## config.mk

```make
export PLATFORM = sky130hd
export DESIGN_NAME = status_supervisor
export DESIGN_NICKNAME = d
export VERILOG_FILES = /design/src/verilog/status_pkg.sv /design/src/verilog/status_supervisor.sv
export SDC_FILE = /design/constraint.sdc
export NUM_CORES = 1
export LEC_CHECK = 0
export ABC_AREA = 1
export ABC_CLOCK_PERIOD_IN_PS = 5300
export BUFFER_PORTS_ARGS = -buffer_cell sky130_fd_sc_hd__buf_4
export CORE_MARGIN = 10
export CORE_UTILIZATION = 30
export CTS_CLUSTER_SIZE = 8
export DETAILED_ROUTE_END_ITERATION = 6
export RECOVER_POWER = 50
export REMOVE_ABC_BUFFERS = 1
export SYNTH_ARGS = -nofsm -noshare
export SYNTH_HDL_FRONTEND = slang
export SYNTH_SLANG_ARGS = --single-unit
```

## constraint.sdc

```tcl
create_clock -name ref_clk_in -period 5.3 [get_ports ref_clk_in]
set_input_delay 1.59 -clock ref_clk_in [delete_from_list [all_inputs] [get_ports ref_clk_in]]
set_output_delay 1.59 -clock ref_clk_in [all_outputs]
set_load 0.005 [all_outputs]
```

## src/verilog/status_pkg.sv

```systemverilog
// Shared types, register map, command counts and timing constants.
package status_pkg;

    typedef enum logic [1:0] {
        LED_OFF = 2'h0,
        LED_GREEN = 2'h1,
        LED_ORANGE = 2'h2,
        LED_RED = 2'h3
    } led_colour_t;

    typedef struct packed {
        led_colour_t system;
        led_colour_t payload;
        led_colour_t rf_link;
        led_colour_t io_link;
    } front_panel_t;

    localparam int ADDR_W = 4;
    localparam int DATA_W = 32;

    typedef struct packed {
        logic [ADDR_W-1:0] addr;
        logic [DATA_W-1:0] wdata;
        logic wr;
        logic rd;
    } reg_req_t;

    typedef enum logic [3:0] {
        PR_IDLE = 4'b0001,
        PR_DRIVE = 4'b0010,
        PR_HANDOVER = 4'b0100,
        PR_STANDBY = 4'b1000
    } prot_state_t;

    // Register offsets and control fields.
    localparam logic [ADDR_W-1:0] CTRL_OFS = 4'h0;
    localparam logic [ADDR_W-1:0] STATUS_OFS = 4'h4;
    localparam int THR_LSB = 0;
    localparam int THR_W = 7;
    localparam int TRIB_LSB = 8;
    localparam int TRIB_MAX = 8;
    localparam int PROT_EN_BIT = 16;
    localparam logic [THR_W-1:0] THR_DEFAULT = 7'h1e;
    localparam logic [TRIB_MAX-1:0] TRIB_EN_DEFAULT = 8'hff;
    localparam logic [THR_W-1:0] PCT_FULL = 7'h64;

    // Button hold counts and the pattern that shows them.
    localparam int CNT_W = 5;
    localparam logic [CNT_W-1:0] BTN_CLR_HIST = 5'h01;
    localparam logic [CNT_W-1:0] BTN_CLR_LOG = 5'h02;
    localparam logic [CNT_W-1:0] BTN_FAR = 5'h07;
    localparam logic [CNT_W-1:0] BTN_NEAR = 5'h08;
    localparam logic [CNT_W-1:0] BTN_E1 = 5'h0c;
    localparam logic [CNT_W-1:0] BTN_T1 = 5'h0d;
    localparam logic [CNT_W-1:0] BTN_ALL_OFF = 5'h10;
    localparam logic [1:0] PAT_LAST = 2'h2;

    // Timing, in the unit named by each constant.
    localparam int CLK_PERIOD_NS = 10;
    localparam int ONE_SEC_NS = 1000000000;
    localparam int SEC_CYCLES = ONE_SEC_NS / CLK_PERIOD_NS;
    localparam logic [3:0] BAD_SECONDS = 4'ha;
    localparam logic [3:0] OUTAGE_LIMIT_S = 4'ha;
    localparam logic [3:0] HANDOVER_WAIT_S = 4'h5;

endpackage

```

## src/verilog/status_supervisor.sv

```systemverilog
// Front-panel status, reset-button commands and 1+1 protection control.
//
// The placing of the registers and strobed register access are this design's own decisions.
module status_supervisor #(
    parameter int N_TRIB = 8,
    parameter int PKT_W = 24,
    parameter int SEC_CYC = status_pkg::SEC_CYCLES,
    parameter int STEP_CYC = status_pkg::SEC_CYCLES
) (
    input wire logic ref_clk_in,
    input wire logic nrst_in,
    input wire status_pkg::reg_req_t reg_req_in,
    output logic [status_pkg::DATA_W-1:0] reg_rdata_out,
    input wire logic odu_comm_lost_in,
    input wire logic odu_comm_err_in,
    input wire logic trib_bit_err_in,
    input wire logic fec_correcting_in,
    input wire logic [N_TRIB-1:0] trib_los_in,
    input wire logic [N_TRIB-1:0] trib_ais_in,
    input wire logic reset_button_n_in,
    input wire logic link_configured_in,
    input wire logic frame_lock_in,
    input wire logic pkt_rx_in,
    input wire logic pkt_err_in,
    input wire logic peer_driving_in,
    input wire logic peer_lock_in,
    output status_pkg::front_panel_t panel_out,
    output logic trib_drive_out,
    output logic drive_flag_out,
    output logic lock_flag_out,
    output logic payload_t1_out,
    output logic role_near_out,
    output logic clear_log_out,
    output logic factory_default_out
);
    import status_pkg::*;

    logic [2:0] sync0_r;
    logic [2:0] sync1_r;
    logic [2:0] sync2_r;
    logic [2:0] stable_r;
    logic button_down;
    logic peer_drv;
    logic peer_lk;
    logic [31:0] sec_cnt_r;
    logic sec_tick_r;
    logic blink_r;
    logic [31:0] step_cnt_r;
    logic held_r;
    logic [CNT_W-1:0] count_r;
    logic [1:0] pat_pos_r;
    logic [1:0] pat_grp_r;
    logic release_evt;
    logic clr_hist_r;
    logic [THR_W-1:0] thr;
    logic [N_TRIB-1:0] trib_en;
    logic prot_en;
    logic [DATA_W-1:0] ctrl_r;
    logic [DATA_W-1:0] ctrl_nxt;
    logic los_now;
    logic ais_now;
    logic [5:0] now_v;
    logic [5:0] hist_r;
    front_panel_t panel_nxt;
    logic [PKT_W-1:0] pkt_cnt_r;
    logic [PKT_W-1:0] err_cnt_r;
    logic [39:0] err_scaled;
    logic [39:0] pkt_scaled;
    logic [3:0] bad_run_r;
    logic [3:0] wait_s_r;
    prot_state_t state_r;
    prot_state_t state_nxt;

    function automatic led_colour_t pick(input logic red, input logic orange,
        input logic red_h, input logic orange_h, input logic blink);
        led_colour_t c;
        c = LED_GREEN;
        if (red) begin
            c = LED_RED;
        end else if (orange) begin
            c = LED_ORANGE;
        end else if (red_h) begin
            c = blink ? LED_RED : LED_OFF;
        end else if (orange_h) begin
            c = blink ? LED_ORANGE : LED_OFF;
        end
        return c;
    endfunction

    // Button and peer pins come from outside; only stages two and three vote.
    always_ff @(posedge ref_clk_in) begin
        if (!nrst_in) begin
            sync0_r <= 3'h1;
            sync1_r <= 3'h1;
            sync2_r <= 3'h1;
            stable_r <= 3'h1;
        end else begin
            sync0_r <= {peer_lock_in, peer_driving_in, reset_button_n_in};
            sync1_r <= sync0_r;
            sync2_r <= sync1_r;
            for (int i = 0; i < 3; i++) begin
                if (sync1_r[i] == sync2_r[i]) begin
                    stable_r[i] <= sync2_r[i];
                end
            end
        end
    end

    assign button_down = !stable_r[0];
    assign peer_drv = stable_r[1];
    assign peer_lk = stable_r[2];

    always_ff @(posedge ref_clk_in) begin
        if (!nrst_in) begin
            sec_cnt_r <= 32'h0;
            sec_tick_r <= 1'b0;
            blink_r <= 1'b0;
        end else begin
            sec_tick_r <= (sec_cnt_r == 32'(SEC_CYC - 1));
            sec_cnt_r <= (sec_cnt_r == 32'(SEC_CYC - 1)) ? 32'h0
                                                         : sec_cnt_r + 32'h1;
            if (sec_tick_r) begin
                blink_r <= !blink_r;
            end
        end
    end

    // Hold counter: one step per STEP_CYC, pattern walks right to left.
    assign release_evt = held_r && !button_down;

    always_ff @(posedge ref_clk_in) begin
        if (!nrst_in) begin
            held_r <= 1'b0;
            count_r <= '0;
            step_cnt_r <= 32'h0;
            pat_pos_r <= 2'h0;
            pat_grp_r <= 2'h0;
        end else if (!held_r) begin
            if (button_down) begin
                held_r <= 1'b1;
                count_r <= BTN_CLR_HIST;
                step_cnt_r <= 32'h0;
                pat_pos_r <= 2'h0;
                pat_grp_r <= 2'h0;
            end
        end else if (!button_down) begin
            held_r <= 1'b0;
        end else if (count_r != BTN_ALL_OFF) begin
            if (step_cnt_r == 32'(STEP_CYC - 1)) begin
                step_cnt_r <= 32'h0;
                count_r <= count_r + 5'h01;
                if (pat_pos_r == PAT_LAST) begin
                    pat_pos_r <= 2'h0;
                    pat_grp_r <= (pat_grp_r == PAT_LAST) ? 2'h0
                                                         : pat_grp_r + 2'h1;
                end else begin
                    pat_pos_r <= pat_pos_r + 2'h1;
                end
            end else begin
                step_cnt_r <= step_cnt_r + 32'h1;
            end
        end
    end

    // Commands act on the release; an overshoot past the table does nothing.
    always_ff @(posedge ref_clk_in) begin
        if (!nrst_in) begin
            clr_hist_r <= 1'b0;
            clear_log_out <= 1'b0;
            factory_default_out <= 1'b0;
            payload_t1_out <= 1'b0;
            role_near_out <= 1'b1;
        end else begin
            clr_hist_r <= release_evt && count_r == BTN_CLR_HIST;
            clear_log_out <= release_evt && count_r == BTN_CLR_LOG;
            factory_default_out <= release_evt
                && (count_r == BTN_NEAR || count_r == BTN_FAR);
            if (release_evt && count_r == BTN_NEAR) begin
                role_near_out <= 1'b1;
            end else if (release_evt && count_r == BTN_FAR) begin
                role_near_out <= 1'b0;
            end
            if (release_evt && count_r == BTN_E1) begin
                payload_t1_out <= 1'b0;
            end else if (release_evt && count_r == BTN_T1) begin
                payload_t1_out <= 1'b1;
            end
        end
    end

    // Register file; a factory default wins over a write in the same cycle.
    assign thr = ctrl_r[THR_LSB +: THR_W];
    assign trib_en = ctrl_r[TRIB_LSB +: N_TRIB];
    assign prot_en = ctrl_r[PROT_EN_BIT];

    always_comb begin
        ctrl_nxt = ctrl_r;
        if (reg_req_in.wr && reg_req_in.addr == CTRL_OFS) begin
            ctrl_nxt = '0;
            ctrl_nxt[THR_LSB +: THR_W] = reg_req_in.wdata[THR_LSB +: THR_W];
            ctrl_nxt[TRIB_LSB +: N_TRIB] = reg_req_in.wdata[TRIB_LSB +: N_TRIB];
            ctrl_nxt[PROT_EN_BIT] = reg_req_in.wdata[PROT_EN_BIT];
        end
        if (factory_default_out) begin
            ctrl_nxt = '0;
            ctrl_nxt[THR_LSB +: THR_W] = THR_DEFAULT;
            ctrl_nxt[TRIB_LSB +: N_TRIB] = TRIB_EN_DEFAULT[N_TRIB-1:0];
        end
    end

    always_ff @(posedge ref_clk_in) begin
        if (!nrst_in) begin
            ctrl_r <= '0;
            ctrl_r[THR_LSB +: THR_W] <= THR_DEFAULT;
            ctrl_r[TRIB_LSB +: N_TRIB] <= TRIB_EN_DEFAULT[N_TRIB-1:0];
        end else begin
            ctrl_r <= ctrl_nxt;
        end
    end

    always_ff @(posedge ref_clk_in) begin
        if (!nrst_in) begin
            reg_rdata_out <= '0;
        end else if (reg_req_in.rd && reg_req_in.addr == CTRL_OFS) begin
            reg_rdata_out <= ctrl_r;
        end else if (reg_req_in.rd && reg_req_in.addr == STATUS_OFS) begin
            reg_rdata_out <= {16'h0, bad_run_r, state_r, 2'h0, hist_r};
        end else begin
            reg_rdata_out <= '0;
        end
    end

    // Present conditions: sys red, sys orange, rf red, rf orange, pay red/orange.
    assign los_now = |(trib_los_in & trib_en);
    assign ais_now = |(trib_ais_in & trib_en);
    assign now_v = {ais_now, los_now, fec_correcting_in, trib_bit_err_in,
                    odu_comm_err_in, odu_comm_lost_in};

    // A condition present in the clear cycle survives, so no event is lost.
    always_ff @(posedge ref_clk_in) begin
        if (!nrst_in) begin
            hist_r <= 6'h0;
        end else begin
            hist_r <= (clr_hist_r ? 6'h0 : hist_r) | now_v;
        end
    end

    always_comb begin
        panel_nxt.system = pick(now_v[0], now_v[1], hist_r[0], hist_r[1],
                                blink_r);
        panel_nxt.rf_link = pick(now_v[2], now_v[3], hist_r[2], hist_r[3],
                                 blink_r);
        panel_nxt.payload = pick(now_v[4], now_v[5], hist_r[4], hist_r[5],
                                 blink_r);
        panel_nxt.io_link = odu_comm_lost_in ? LED_OFF : LED_GREEN;
        if (held_r) begin
            panel_nxt.system = LED_OFF;
            panel_nxt.payload = LED_OFF;
            panel_nxt.rf_link = LED_OFF;
            if (count_r != BTN_ALL_OFF) begin
                case (pat_pos_r)
                    2'h0: panel_nxt.rf_link = led_colour_t'(pat_grp_r + 2'h1);
                    2'h1: panel_nxt.payload = led_colour_t'(pat_grp_r + 2'h1);
                    default: panel_nxt.system = led_colour_t'(pat_grp_r + 2'h1);
                endcase
            end
        end
    end

    always_ff @(posedge ref_clk_in) begin
        if (!nrst_in) begin
            panel_out <= '0;
        end else begin
            panel_out <= panel_nxt;
        end
    end

    // Packet error ratio per second, compared as err*100 > thr*packets.
    assign err_scaled = (40'(err_cnt_r)) * (40'(PCT_FULL));
    assign pkt_scaled = (40'(pkt_cnt_r)) * (40'(thr));

    always_ff @(posedge ref_clk_in) begin
        if (!nrst_in) begin
            pkt_cnt_r <= '0;
            err_cnt_r <= '0;
            bad_run_r <= 4'h0;
        end else if (sec_tick_r) begin
            pkt_cnt_r <= '0;
            err_cnt_r <= '0;
            if (pkt_cnt_r != '0 && err_scaled > pkt_scaled) begin
                if (bad_run_r != BAD_SECONDS) begin
                    bad_run_r <= bad_run_r + 4'h1;
                end
            end else begin
                bad_run_r <= 4'h0;
            end
        end else begin
            if (pkt_rx_in && pkt_cnt_r != '1) begin
                pkt_cnt_r <= pkt_cnt_r + 1'b1;
            end
            if (pkt_err_in && err_cnt_r != '1) begin
                err_cnt_r <= err_cnt_r + 1'b1;
            end
        end
    end

    // Protection: dropping the driving flag is the takeover request.
    always_comb begin
        state_nxt = state_r;
        case (state_r)
            PR_IDLE: begin
                if (peer_drv) begin
                    state_nxt = PR_STANDBY;
                end else if (link_configured_in) begin
                    state_nxt = PR_DRIVE;
                end
            end
            PR_DRIVE: begin
                if (prot_en && bad_run_r == BAD_SECONDS && peer_lk) begin
                    state_nxt = PR_HANDOVER;
                end
            end
            PR_HANDOVER: begin
                if (peer_drv) begin
                    state_nxt = PR_STANDBY;
                end else if (wait_s_r == HANDOVER_WAIT_S) begin
                    state_nxt = PR_DRIVE;
                end
            end
            PR_STANDBY: begin
                if (!peer_drv && link_configured_in && frame_lock_in) begin
                    state_nxt = PR_DRIVE;
                end
            end
            default: state_nxt = PR_IDLE;
        endcase
    end

    always_ff @(posedge ref_clk_in) begin
        if (!nrst_in) begin
            state_r <= PR_IDLE;
            wait_s_r <= 4'h0;
        end else begin
            state_r <= state_nxt;
            if (state_nxt != PR_HANDOVER) begin
                wait_s_r <= 4'h0;
            end else if (sec_tick_r) begin
                wait_s_r <= wait_s_r + 4'h1;
            end
        end
    end

    // Only tributary drive is switched; Ethernet paths never see this state.
    always_ff @(posedge ref_clk_in) begin
        if (!nrst_in) begin
            trib_drive_out <= 1'b0;
            drive_flag_out <= 1'b0;
            lock_flag_out <= 1'b0;
        end else begin
            trib_drive_out <= (state_nxt == PR_DRIVE);
            drive_flag_out <= (state_nxt == PR_DRIVE);
            lock_flag_out <= frame_lock_in;
        end
    end
endmodule // status_supervisor

```

-- After elaboration in Yosys (flattened, before gate mapping)
Cells that the tools add are included.
- $add $sub $neg: 9
- multiply operators: 2
- $lt $le $gt $ge: 1
- eq/ne operators: 31
- muxes and demuxes: 55
- bitwise logic cells: 5
- reductions and logical operators: 38
- operators by type and width (kind ; number):
    32-bit 2-to-1 mux ; 5
    32-bit by 1-bit adder with 32-bit output, second input constant ; 2
    32-bit by 27-bit == test with 1-bit output, second input constant ; 2
    2-bit 2-to-1 mux ; 29
    24-bit by 1-bit adder with 24-bit output, second input constant ; 2
    24-bit != test, second input constant ; 2
    4-bit 2-to-1 mux ; 8
    31-bit greater-than comparator ; 1
    24-bit by 7-bit multiplier with 31-bit output ; 1
    24-bit by 5-bit multiplier with 29-bit output, second input constant ; 1
    5-bit 2-to-1 mux ; 5
    24-bit nonzero test ; 1
    1-bit logical AND ; 18
    6-bit 2-to-1 mux ; 3
    17-bit 2-to-1 mux ; 1
    8-bit bitwise AND ; 2
    16-bit 2-to-1 mux ; 1
    4-bit case mux with 4 select lines ; 1
    2-bit OR reduction ; 8
    8-bit OR reduction ; 2
    5-bit by 4-bit == test with 1-bit output, second input constant ; 3
    4-bit by 3-bit == test with 1-bit output, second input constant ; 3
    4-bit by 1-bit adder with 4-bit output, second input constant ; 2
    4-bit by 2-bit == test with 1-bit output, second input constant ; 2
    24 further kinds ; 36
- flip-flop bits (word level): 217
- input port bits: 67
- output and inout port bits: 47

-- Longest topological paths before layout
- word-level depth: 7
- mapped depth: 39
- gate-level depth less buffers: 37

-- Least setup slack after synthesis
Ideal clock, no wire load.
- kind: register to register
- start point: register ctrl_r[6]
- end point: register bad_run_r[0]
- setup time: 0.113 ns
- data arrival time: 5.533 ns
- data required time: 5.187 ns
- slack: -0.347 ns
- cell stages (with the launch flop): 34
- buffers on the path: 2
- cell sequence: dfxtp_1 > clkbuf_1 > clkbuf_1 > nand2_1 > fa_1 > fa_1 > inv_1 > fa_1 > inv_1 > fa_1 > inv_1 > ha_1 > nand2_1 > inv_1 > a21boi_1 > o21bai_1 > nand2_1 > nand2_1 > nand3b_1 > nand2_1 > nand2_1 > nand2_1 > ha_1 > nand2_1 > nor2_1 > nand4_1 > nor2_1 > nand2_1 > nand2_1 > inv_1 > nand3_1 > nand2_1 > nor2_1 > nor2_1
- word-level cells in the longest chain between the ends: 5
- RTL lines (element ; RTL line ; source):
    start, declared ; status_supervisor.sv:58 ; logic [DATA_W-1:0] ctrl_r;
    start signal, assigned by index ; status_supervisor.sv:215 ; ctrl_r[TRIB_LSB +: N_TRIB] <= TRIB_EN_DEFAULT[N_TRIB-1:0];
    start signal, assigned ; status_supervisor.sv:217 ; ctrl_r <= ctrl_nxt;
    24-bit by 7-bit multiplier with 31-bit output * ; status_supervisor.sv:280 ; assign pkt_scaled = (40'(pkt_cnt_r)) * (40'(thr));
    31-bit greater-than comparator * ; status_supervisor.sv:290 ; if (pkt_cnt_r != '0 && err_scaled > pkt_scaled) begin
    1-bit logical AND * ; status_supervisor.sv:290 ;
    2-bit by 1-bit != test with 1-bit output (no source line) ; - ;
    2-bit AND reduction (no source line) ; - ;
    end signal, assigned ; status_supervisor.sv:292 ; bad_run_r <= bad_run_r + 4'h1;
    end, declared ; status_supervisor.sv:69 ; logic [3:0] bad_run_r;
Every way passes the cells marked *; elsewhere a longest branch is shown, timed or not.
A chain may end at the register's enable or synchronous reset.

-- Final worst setup path
- start point: register ctrl_r[3]
- end point: register bad_run_r[3]
The elaborated chain is that of the path after synthesis.

==> flow_metrics.env <==
export IMPL_min_period_ns=5.576
export IMPL_comb_power_share_pct=9.4
export IMPL_grt_ovfl_total=0
export IMPL_yosys_warnings=0
export IMPL_synth_area_leaders="dfxtp_1 (21%), fa_1 (14%), nand2_1 (12%)"
export IMPL_ir_worst_vdd_mv=0.3029
export IMPL_critPathMaxStageDelay_ns=0.57
export IMPL_avgSynthCellArea_um2=6.916
export IMPL_dieArea_um2=73520
export IMPL_final_common_cell="nand2_1"
export IMPL_reg2reg_to="bad_run_r[3]"
export IMPL_dp_hpwl_um=39270
export IMPL_finalSetupViolations=4
export IMPL_die_h_um=271.1
export IMPL_drt_iter0_markers=991
export IMPL_hold_buffers=0
export IMPL_cap_violations=0
export IMPL_cp_startpoint="ctrl_r[3]"
export IMPL_path_max_fanout=6
export IMPL_crit_path_end="bad_run_r[3]"
export IMPL_final_area_um2=23180
export IMPL_ys_seq_elements=200
export IMPL_insertion_delay_ns=0.49
export IMPL_p_int_mw=2.376
export IMPL_swShare_pct=27.14
export IMPL_netlist_instances=2736
export IMPL_synth_ff_type="dfxtp_1"
export IMPL_grt_antenna_before_repair=0
export IMPL_rr_worst_depth=32
export IMPL_reg2reg_setup_slack_ns=-0.28
export IMPL_cts_max_path_buffers=2
export IMPL_placed_area_um2=21510
export IMPL_skew_ns=0.01316
export IMPL_cpMostUsedCell="nand2_1"
export IMPL_cp_required_ns=5.69
export IMPL_io_pins=114
export IMPL_synth_top_area_share_pct=21.16
export IMPL_vias_per_cell=4.517
export IMPL_path_class="flop to flop"
export IMPL_final_max_slew_violation_count=0
export IMPL_routedWlPerCell_um=12.81
export IMPL_critPathTopFamily="adder cells"
export IMPL_seqPwrFrac_pct=47.2
export IMPL_violations="setup timing"
export IMPL_vias=17270
export IMPL_p_clk_share_pct=43.4
export IMPL_cts_buffers=17
export IMPL_grt_max_degree=36
export IMPL_final_cell_mix="nand2_1 (576), inv_1 (543), buf_4 (238)"
export IMPL_synth_distinct_cells=55
export IMPL_path_buf_inv=10
export IMPL_cts_max_level=4
export IMPL_drive_above_1_share_pct=17.70
export IMPL_outcome="finished, violations left"
export IMPL_fp_coreArea_um2=62740
export IMPL_rows=92
export IMPL_first_global_vias=16510
export IMPL_rsz0062_at_grt="yes"
export IMPL_maxSlewHeadroom_pct=24.94
export IMPL_root_buffer="clkbuf_16"
export IMPL_post_route_drc_count=0
export IMPL_cp_slowest_cell="fa_1"
export IMPL_power_mw=3.262
export IMPL_max_freq_mhz=179.4
export IMPL_critPathCaptureType="flop"
export IMPL_grt_pass1_wl_um=81320
export IMPL_start_util_pct=30.16
export IMPL_antenna_cells=0
export IMPL_cp_data_arrival_time_ns=5.97
export IMPL_first_pass_iters=5
export IMPL_grt_use_total_pct=13.25
export IMPL_yosysSeqAreaShare_pct=21.16
export IMPL_area_delta_synth_final_pct=22.52
export IMPL_cts_tree="built"
export IMPL_period_share_pct=105.2
export IMPL_hold_viol_final=0
export IMPL_p_leak_nw=11.75
export IMPL_totalWireLength_um=48980
export IMPL_worstSetupStartpointType="flop"
export IMPL_async_reset_ff_share_pct=0
export IMPL_nets=3328
export IMPL_port_buffers=80
export IMPL_p_sw_uw=885.3
export IMPL_hold_path_class="flop to flop"
export IMPL_worstMarginPinSlew_ns=1.123
export IMPL_cts_sinks=200
export IMPL_fill_cells=6605
export IMPL_cellPowerDensity_nw_per_um2=140.7
export IMPL_synth_edf_count=0
export IMPL_cp_num_cells=32
export IMPL_yosysTopAreaCell="dfxtp_1"
export IMPL_die_width_um=271.1
export IMPL_finalWorstSetupSlack_ns=-0.2757
export IMPL_reg2reg_from="ctrl_r[3]"
export IMPL_ant_nets=0
export IMPL_clkSlewWorstSetupHoldPaths_ns=0.08
export IMPL_netlist_area_um2=18920
export IMPL_gp_congestion=0.8784
cells by family (layout without fill, tap and decap cells):
logic type / Yosys count / after routing / synth area share [%]
xor gates and xnor gates: 100 / 100 / 4.629
AOI/OAI and AO/OA: 319 / 319 / 9.105
DFF: 200 / 200 / 21.16
and+or+nand+nor: 1147 / 1147 / 26.32
buffers and inverters: 672 / 897 / 14.05
adders and majority gates: 297 / 297 / 24.72
other: 1 / 17 / 0.01982
worst min path at each step:
stage / start / cells after the start / slack, ns / to
after global placement: sync0_r[1] / 2 / 0.39 / sync1_r[1]
final: sync0_r[1] / 2 / 0.42 / sync1_r[1]
after global routing: sync0_r[2] / 2 / 0.45 / sync1_r[2]
after CTS: sync0_r[1] / 2 / 0.42 / sync1_r[1]
after floorplan: sync0_r[1] / 2 / 0.39 / sync1_r[1]
after detailed placement: sync0_r[1] / 2 / 0.40 / sync1_r[1]
cells in the mapped netlist, drive strengths merged, types with 6 or more instances:
master	n
nor4	12
dfxtp	200
xor2	70
nor2	242
o22ai	15
clkbuf	43
xnor2	30
ha	169
nand4	59
nand2	615
nor3b	6
a21o	10
nor3	88
o21ai	96
inv	572
nand3	103
fa	128
buf	56
a21oi	170
or2	12
cell type report:
cell class | instances | area (um2) | area share [%]
multi-input cells | 1880 | 13060 | 56.33
flip-flops and latches | 200 | 4043 | 17.44
repair buffers | 292 | 2238 | 9.655
inverters | 573 | 2153 | 9.288
well taps | 846 | 1059 | 4.566
clock buffers | 18 | 429.2 | 1.851
clock inverters | 14 | 202.7 | 0.8743
tightest hold or removal path, stage by stage, from the launching register on:
cell     delay, ns
dfxtp_1       0.31
nand2_1       0.04
inv_1         0.04
power by group through the flow:
stage / combinational (mW) / clock, mW / sequential [mW]
floorplan: 0.152 / 0 / 1.58
global placement: 0.289 / 0 / 1.58
detailed placement: 0.291 / 0 / 1.58
CTS: 0.311 / 1.47 / 1.54
global route: 0.349 / 1.51 / 1.54
finish: 0.307 / 1.42 / 1.54
repair_timing:
action                     CTS  global route
buffers inserted            22             9
setup endpoints to repair    4             4
pin swaps                   96            87
gates cloned                 0             0
resized for setup          184            65
state kept, by name, summed over array words and instances, names as in the netlist, 2 cells and up:
name,flops
wait_s_r,4
bad_run_r,4
count_r,5
stable_r,3
sync1_r,3
step_cnt_r,32
sync0_r,3
pkt_cnt_r,24
sync2_r,3
pat_grp_r,2
sec_cnt_r,32
pat_pos_r,2
state_r,4
ctrl_r,16
reg_rdata_out,16
hist_r,6
panel_out,7
err_cnt_r,24
per-stage QoR:
stage	hold slack, ns	instances	setup WS [ns]	util [%]	TNS, ns
6_report	0.4158	3823	-0.2757	36.95	-1.023
5_1_grt	0.4491	3823	-0.5496	36.95	-2.047
4_1_cts	0.4226	3815	-0.3095	36.60	-1.048
3_5_place_dp	0.4042	3762	-0.9302	34.28	-3.585
3_3_place_gp	0.3936	3762	-0.9020	34.28	-3.494
2_1_floorplan	0.3900	2653	-0.2904	-	-1.078
routing by layer:
metal  vias up  part of all wire (%)  GRT usage [%]  wire length, um
met2       266                    46          21.35            22390
met1      8034                    49          18.04            23950
met4         0                   1.2          2.822              607
met3        40                   4.1          2.664             2028
met5         -                     0              0                0
li1       8929                     -              -                -
No activity file was read; power rests on OpenSTA's default activity.
